### src/pcgd_cfg.svh
// offsets, field positions, masks and reset values of the clock gate block
`ifndef PCGD_CFG_SVH
`define PCGD_CFG_SVH

`define PCGD_ADDR_W 16
`define PCGD_NREG 6
// disable registers sit at page 0xf2xx, one 16-byte slot per register
`define PCGD_DIS_PAGE 8'hf2
`define PCGD_DIS_FIRST 4'h4
`define PCGD_DIS_LAST 4'h9
// alias operation codes in address bits 3:2 (+0x0, +0x4, +0x8, +0xc)
`define PCGD_OP_WRITE 2'h0
`define PCGD_OP_CLR 2'h1
`define PCGD_OP_SET 2'h2
`define PCGD_OP_INV 2'h3
// configuration control and unlock key registers
`define PCGD_CONFIG_CTRL_ADDR 16'hf200
`define PCGD_KEY_ADDR 16'hf230
`define PCGD_KEY_FIRST 32'h1357_9bdf
`define PCGD_KEY_SECOND 32'h2468_ace0
`define PCGD_LOCK_BIT 12
`define PCGD_LOCK_RST 1'h0
`define PCGD_ONE_WAY_BIT 28
// implemented bits of each disable register
`define PCGD_MASK_ANALOG 32'h0010_1101
`define PCGD_MASK_COMP 32'h0000_0007
`define PCGD_MASK_CAPCMP 32'h001f_001f
`define PCGD_MASK_TIMERS 32'h0000_001f
`define PCGD_MASK_SERIAL 32'h0103_0303
`define PCGD_MASK_MISC 32'h0001_0003
`define PCGD_DIS_RST 32'h0000_0000
// bit positions of named disable bits
`define PCGD_ADC_BIT 0
`define PCGD_USB_BIT 24

`endif

### src/pcgd_pkg.sv
// types shared by the peripheral clock gate block
package pcgd_pkg;

  typedef logic [31:0] pcgd_word_t;

  // one word per disable register, analog group first
  typedef struct packed {
    pcgd_word_t analog;
    pcgd_word_t comparators;
    pcgd_word_t capture_compare;
    pcgd_word_t timers;
    pcgd_word_t serial;
    pcgd_word_t misc;
  } pcgd_dis_s;

  // unlock sequence states
  typedef enum logic [2:0] {
    PCGD_KEY_IDLE = 3'b001,
    PCGD_KEY_HALF = 3'b010,
    PCGD_KEY_OPEN = 3'b100
  } pcgd_key_e;

endpackage : pcgd_pkg

### src/pcgd_top.sv
// peripheral clock gate disable registers, lock and unlock sequence
//
// Summary of operation
// - set disable bit stops that peripheral's clocks
// - disabled peripheral ignores register writes, reads invalid
// - one disables, zero enables, reset all enabled (clock enables held at zero during reset, set on the first edge after it)
// - analog, comparator, capture/compare bit positions fixed
// - timer, serial, misc bit positions; others absent
// - locked writes complete silently, contents unchanged
// - lock bit twelve blocks disable register writes
// - lock bit changes only after unlock sequence
// - one-way setting holds lock until reset
// - clear, set, invert aliases at 4, 8, c
`timescale 1ns/10ps
`include "pcgd_cfg.svh"

module pcgd_top (
  input wire logic mclk_i,
  input wire logic rst_i,
  input wire logic [15:0] addr_i,
  input wire logic [31:0] wdata_i,
  input wire logic wr_i,
  input wire logic rd_i,
  input wire logic [31:0] config_word_three_i,
  output logic [31:0] rdata_o,
  output pcgd_pkg::pcgd_dis_s periph_clk_en_o,
  output pcgd_pkg::pcgd_dis_s periph_reg_block_o,
  output logic disable_reg_lock_o
);
  import pcgd_pkg::*;

  // implemented bits of register idx
  function automatic pcgd_word_t mask_of(input logic [2:0] idx);
    case (idx)
      3'h0: mask_of = `PCGD_MASK_ANALOG;
      3'h1: mask_of = `PCGD_MASK_COMP;
      3'h2: mask_of = `PCGD_MASK_CAPCMP;
      3'h3: mask_of = `PCGD_MASK_TIMERS;
      3'h4: mask_of = `PCGD_MASK_SERIAL;
      3'h5: mask_of = `PCGD_MASK_MISC;
      default: mask_of = 32'h0000_0000;
    endcase
  endfunction : mask_of

  // new value of a disable register for a plain or alias write
  function automatic pcgd_word_t upd(input pcgd_word_t old,
                                     input pcgd_word_t wd,
                                     input logic [1:0] op,
                                     input pcgd_word_t msk);
    pcgd_word_t v;
    v = old;
    case (op)
      `PCGD_OP_WRITE: v = wd;
      `PCGD_OP_CLR: v = old & ~wd;
      `PCGD_OP_SET: v = old | wd;
      `PCGD_OP_INV: v = old ^ wd;
      default: v = old;
    endcase
    upd = v & msk;
  endfunction : upd

  // array of six words into the output struct, analog first
  function automatic pcgd_dis_s pack(input pcgd_word_t a [`PCGD_NREG]);
    pack = {a[0], a[1], a[2], a[3], a[4], a[5]};
  endfunction : pack

  pcgd_word_t dis_q [`PCGD_NREG];
  pcgd_word_t dis_d [`PCGD_NREG];
  pcgd_dis_s en_q;
  pcgd_dis_s en_d;
  pcgd_dis_s dis_flat;
  pcgd_dis_s mask_flat;
  pcgd_key_e key_q;
  pcgd_key_e key_d;
  logic lock_q;
  logic lock_d;
  logic one_way_q;
  logic strap_done_q;
  logic [31:0] rdata_q;
  logic [31:0] rdata_d;

  // address decode
  wire [3:0] slot = addr_i[7:4];
  wire hit_dis = (addr_i[15:8] == `PCGD_DIS_PAGE) &&
                 (slot >= `PCGD_DIS_FIRST) && (slot <= `PCGD_DIS_LAST);
  wire [2:0] idx = 3'(slot - `PCGD_DIS_FIRST);
  wire [1:0] op = addr_i[3:2];
  wire hit_cfg = (addr_i == `PCGD_CONFIG_CTRL_ADDR);
  wire hit_key = (addr_i == `PCGD_KEY_ADDR);
  wire key_open = (key_q == PCGD_KEY_OPEN);

  // locked writes are accepted on the bus but dropped here
  wire dis_wr = wr_i && hit_dis && !lock_q;
  wire cfg_wr = wr_i && hit_cfg && key_open;
  wire new_lock = wdata_i[`PCGD_LOCK_BIT];

  // next disable register values, aliases included
  always_comb begin
    for (int i = 0; i < `PCGD_NREG; i++) begin
      dis_d[i] = dis_q[i];
    end
    if (dis_wr) begin
      dis_d[idx] = upd(dis_q[idx], wdata_i, op, mask_of(idx));
    end
  end

  // enables are the inverse of implemented disable bits
  assign dis_flat = pack(dis_q);
  assign mask_flat = {`PCGD_MASK_ANALOG, `PCGD_MASK_COMP,
                      `PCGD_MASK_CAPCMP, `PCGD_MASK_TIMERS,
                      `PCGD_MASK_SERIAL, `PCGD_MASK_MISC};
  assign en_d = ~pack(dis_d) & mask_flat;

  // unlock sequence: two keys on consecutive bus writes
  always_comb begin
    key_d = key_q;
    case (key_q)
      PCGD_KEY_IDLE: begin
        if (wr_i && hit_key && wdata_i == `PCGD_KEY_FIRST) begin
          key_d = PCGD_KEY_HALF;
        end
      end
      PCGD_KEY_HALF: begin
        if (wr_i || rd_i) begin
          key_d = (wr_i && hit_key && wdata_i == `PCGD_KEY_SECOND) ?
                  PCGD_KEY_OPEN : PCGD_KEY_IDLE;
        end
      end
      PCGD_KEY_OPEN: begin
        // any key write closes the window again
        if (wr_i && hit_key) begin
          key_d = (wdata_i == `PCGD_KEY_FIRST) ?
                  PCGD_KEY_HALF : PCGD_KEY_IDLE;
        end
      end
      default: key_d = PCGD_KEY_IDLE;
    endcase
  end

  // lock bit; one-way strap forbids clearing once set
  always_comb begin
    lock_d = lock_q;
    if (cfg_wr) begin
      lock_d = (one_way_q && lock_q) ? 1'b1 : new_lock;
    end
  end

  // read mux; aliases and unmapped addresses read zero
  always_comb begin
    rdata_d = 32'h0000_0000;
    if (rd_i) begin
      if (hit_dis && op == `PCGD_OP_WRITE) begin
        rdata_d = dis_q[idx];
      end else if (hit_cfg) begin
        rdata_d[`PCGD_LOCK_BIT] = lock_q;
      end else if (hit_key) begin
        rdata_d[0] = key_open;
      end
    end
  end

  // disable registers and clock enables
  always_ff @(posedge mclk_i) begin
    if (rst_i) begin
      for (int i = 0; i < `PCGD_NREG; i++) begin
        dis_q[i] <= `PCGD_DIS_RST;
      end
      en_q <= '0;
    end else begin
      dis_q <= dis_d;
      en_q <= en_d;
    end
  end

  // lock, unlock state and read data
  always_ff @(posedge mclk_i) begin
    if (rst_i) begin
      lock_q <= `PCGD_LOCK_RST;
      key_q <= PCGD_KEY_IDLE;
      rdata_q <= 32'h0000_0000;
    end else begin
      lock_q <= lock_d;
      key_q <= key_d;
      rdata_q <= rdata_d;
    end
  end

  // one-way strap caught once, on the first edge after reset
  always_ff @(posedge mclk_i) begin
    if (rst_i) begin
      one_way_q <= 1'b0;
      strap_done_q <= 1'b0;
    end else if (!strap_done_q) begin
      one_way_q <= config_word_three_i[`PCGD_ONE_WAY_BIT];
      strap_done_q <= 1'b1;
    end
  end

  // enables come from flops, so a downstream latch gate never
  // sees a mid-cycle change and cannot clip a clock pulse
  assign periph_clk_en_o = en_q;
  // peripheral register ports must drop writes while disabled
  assign periph_reg_block_o = dis_flat;
  assign disable_reg_lock_o = lock_q;
  assign rdata_o = rdata_q;
endmodule : pcgd_top

### config.mk
export PLATFORM = sky130hd
export DESIGN_NAME = pcgd_top
export DESIGN_NICKNAME = d
export VERILOG_FILES = /design/src/pcgd_pkg.sv /design/src/pcgd_top.sv
export VERILOG_INCLUDE_DIRS = /design/src
export SDC_FILE = /design/constraint.sdc
export NUM_CORES = 1
export LEC_CHECK = 0
export BUFFER_PORTS_ARGS = -buffer_cell sky130_fd_sc_hd__buf_4
export CORE_AREA = 2 2 197 199
export CTS_CLUSTER_SIZE = 12
export DETAILED_ROUTE_END_ITERATION = 8
export DIE_AREA = 0 0 199 201
export PLACE_DENSITY_LB_ADDON = 0.3
export SETUP_SLACK_MARGIN = 0.3
export SLEW_MARGIN = 20
export SYNTH_ARGS = -nofsm -noshare
export SYNTH_HDL_FRONTEND = slang
export SYNTH_SLANG_ARGS = --single-unit
### constraint.sdc
create_clock -name mclk_i -period 3.9 [get_ports mclk_i]
set_clock_uncertainty 0.1 [all_clocks]
set_input_delay 0.39 -clock mclk_i [delete_from_list [all_inputs] [get_ports mclk_i]]
set_output_delay 0.39 -clock mclk_i [all_outputs]
set_load 0.005 [all_outputs]
==> metrics <==
area share of the leading cell type in the synthesized netlist=around 44%; setup repair after global routing missed its margin=no; crit path launch type=flip-flop; Finish-stage setup viols=0; design internal power=0.00456 W; Yosys warning total=0; CTS clock-pin slew for the worst setup and hold paths=~0.06 ns; count of H-tree levels built during CTS=1; First DRT Iteration DRCs=389; total clock buffers created by CTS=30; dominant synthesized flop cell=sky130_fd_sc_hd__dfxtp_1; Clock power frac=roughly half; total global routing track utilization=between 10% and 20%; final critical path time including I/O delays and setup=2.91 ns; least setup slack across all paths after layout=0.989 ns; antenna violations before repair=0; WP data required=about 4.3 ns; vias per cell=4.54; Finished Cell Area=0.0152 sq mm; share of total power in combinational logic=between 6 and 7%; share of final-layout standard cells stronger than drive strength 1=between 30% and 40%; number of synthesized register bits=262; run status=finished clean; cell type with the largest total area after synthesis=sky130_fd_sc_hd__dfxtp_1; final cell count without fillers=between 2000 and 2500; Die Height=201 microns; count of pins on the block boundary=~500; crit path DAT=3.27 ns; clk_lat worst skew=0.58 ns; fmax=approximately 340 MHz; total power per unit cell area=about 390 mW/mm^2; Vias=slightly above 9000; part of the Yosys area used for sequential elements=roughly 44%; via count of the first global-routing pass=approximately 9000; number of hold violations in the final report=0; Max FO, Critical Path=6; total length of routed wires=slightly below 40 mm; starting density of the core=a little over 30%; placed wire-length estimate after detailed placement=between 20 and 30 mm; number of gates given a new drive strength after cts=0; iteration count of the initial detailed-routing pass=5; final-stage net count=about 1600; total negative slack for setup checks=0 ns; most common library cell in the layout ignoring fill and taps=sky130_fd_sc_hd__buf_4; area of the core region=roughly 0.038 sq mm; main area contributors after synthesis=sky130_fd_sc_hd__dfxtp_1 44%, sky130_fd_sc_hd__buf_4 10%, sky130_fd_sc_hd__mux4_2 5.1%; nature of the critical path endpoint=flip-flop; Leak Pwr=~7.3 nW; Post-CTS Setup Repair Bufs=0; worst slack, placed=around 0.43 ns; switching fraction of total power=23.3%; overall die area=between 0.03 and 0.04 sq mm; worst IR drop on VDD=0.000340 V; Max transition margin=between 20% and 30%; share of the cycle needed by the critical path after routing=approximately three quarters; number of pins with negative max-slew slack in the final report=0; Longest Clk Path Bufs=3; TritonCTS clock tree=done; I/O Buffers=roughly 310; horizontal extent of the die=between 150 and 200 microns; Netlist cell types=55; CTS Hold Bufs=2; number of nets still failing antenna checks after routing=0; EDFF count, synth=0; clock sink count=around 260; row cnt=72; classification of the worst-slack hold path=primary input to flip-flop; Reg power frac=roughly 45%; largest net degree at the start of global routing=between 100 and 150; detailed-route wire length per cell=between 15 and 20 microns; antenna fix cells=0; clk root buf=sky130_fd_sc_hd__clkbuf_16; final cell utilization of the core=39.8%; Cells after Synth=between 1000 and 1500; synthesized area divided by synthesized cell count=roughly 10 sq um; # placed instances=between 1500 and 2000; number of violations of the max-capacitance limit=0; first-pass GRT wire length=56.2 mm; CP Class=flip-flop to flip-flop; synthesis-to-finish area growth=28.1%; most used cells in the layout excluding fill and tap cells=337 x sky130_fd_sc_hd__buf_4, 262 x sky130_fd_sc_hd__dfxtp_1, 160 x sky130_fd_sc_hd__conb_1; post-detailed-route DRC marker count=0; Congestion Overflow GR=0; switching power of the nets=approximately 0.0014 W; placement-stage cell area=roughly 0.014 sq mm; routability-driven placement congestion ratio=approximately 0.8; proportion of register bits with asynchronous set or reset after synthesis=0%; Syn Std Cell Area=between 0.01 and 0.015 sq mm; slew at the pin with the worst max-slew slack=1.10 ns
## critical path, cell delays in order (launching register included)
cell                      delay (ns)
sky130_fd_sc_hd__dfxtp_1        0.32
sky130_fd_sc_hd__mux4_2         0.46
sky130_fd_sc_hd__a22oi_1        0.38
sky130_fd_sc_hd__ha_1           0.31
sky130_fd_sc_hd__mux4_2         0.46
sky130_fd_sc_hd__and2_0         0.29
sky130_fd_sc_hd__mux2_2         0.34
sky130_fd_sc_hd__and2_1         0.15
## logic make-up (layout without fill, tap and decap cells)
family / Yosys count / in the layout / share of synthesized area (%)
AOI/OAI and AO/OA: 108 / 108 / 6.18
adders and majority gates: 32 / 32 / 3.39
buffers and inverters: 270 / 431 / 14.0
DFF: 262 / 262 / 44.3
muxes: 121 / 121 / 13.6
other: 1 / 160 / 0.0317
and+or+nand+nor: 386 / 386 / 18.4
## final timing paths
path,startpoint,end,slack [ns],cells past startpoint
setup / recovery,flip-flop,flip-flop,0.99,7
hold / removal,wr_i,key_q[1]$_SDFFE_PP0P_,0.07,3
setup reg to reg,flip-flop,flip-flop,0.99,7
hold reg to reg,flip-flop,rdata_o[21]$_SDFF_PP0_,0.37,2
## synth_stat cells (14+ instances only)
cell type and instances:
sky130_fd_sc_hd__o21ai_0 26, sky130_fd_sc_hd__ha_1 32, sky130_fd_sc_hd__a22o_1 14, sky130_fd_sc_hd__and3_1 81
sky130_fd_sc_hd__dfxtp_1 262, sky130_fd_sc_hd__buf_4 161, sky130_fd_sc_hd__inv_1 39, sky130_fd_sc_hd__mux4_2 27
sky130_fd_sc_hd__mux2i_1 43, sky130_fd_sc_hd__clkbuf_1 53, sky130_fd_sc_hd__mux2_2 50, sky130_fd_sc_hd__nor2b_1 16
sky130_fd_sc_hd__or3_1 14, sky130_fd_sc_hd__and2_1 89, sky130_fd_sc_hd__a21oi_1 32, sky130_fd_sc_hd__nand2_1 38
sky130_fd_sc_hd__nor2_1 95
## per-layer routing
metal  global-route usage [%]  vias to the layer above  part of all wire, %
met5                        0                        -                    0
met4                     6.21                        0                  3.1
met3                     4.91                       73                  7.5
met2                     30.1                      332                   47
met1                     23.5                     4443                   42
li1                         -                     4305                    -
## area by class of cell
| type | count | area (sq um) |
|---|---|---|
| multi-input cells | 807 | 5550 |
| flip-flops and latches | 262 | 5250 |
| repair buffers | 339 | 2550 |
| clock inverters | 7 | 101 |
| well taps | 518 | 648 |
| fillers | 3826 | 23000 |
| clock buffers | 46 | 911 |
| inverters | 39 | 146 |
## metrics by stage
stage	power, W	hold WS (ns)
after floorplan	0.00308	0.339
after global placement	0.00313	0.352
after detailed placement	0.00313	0.359
after CTS	0.00602	0.0422
after global routing	0.00616	0.0915
final	0.00595	0.0695
## power groups by stage
stage               Combinational, W  Clock [W]  Sequential (W)
finish                      0.000376    0.00287         0.00270
global route                0.000413    0.00305         0.00270
CTS                         0.000377    0.00294         0.00270
detailed placement          0.000374          0         0.00276
global placement            0.000370          0         0.00276
floorplan                   0.000320          0         0.00276
No activity file was read; power rests on OpenSTA's default activity.
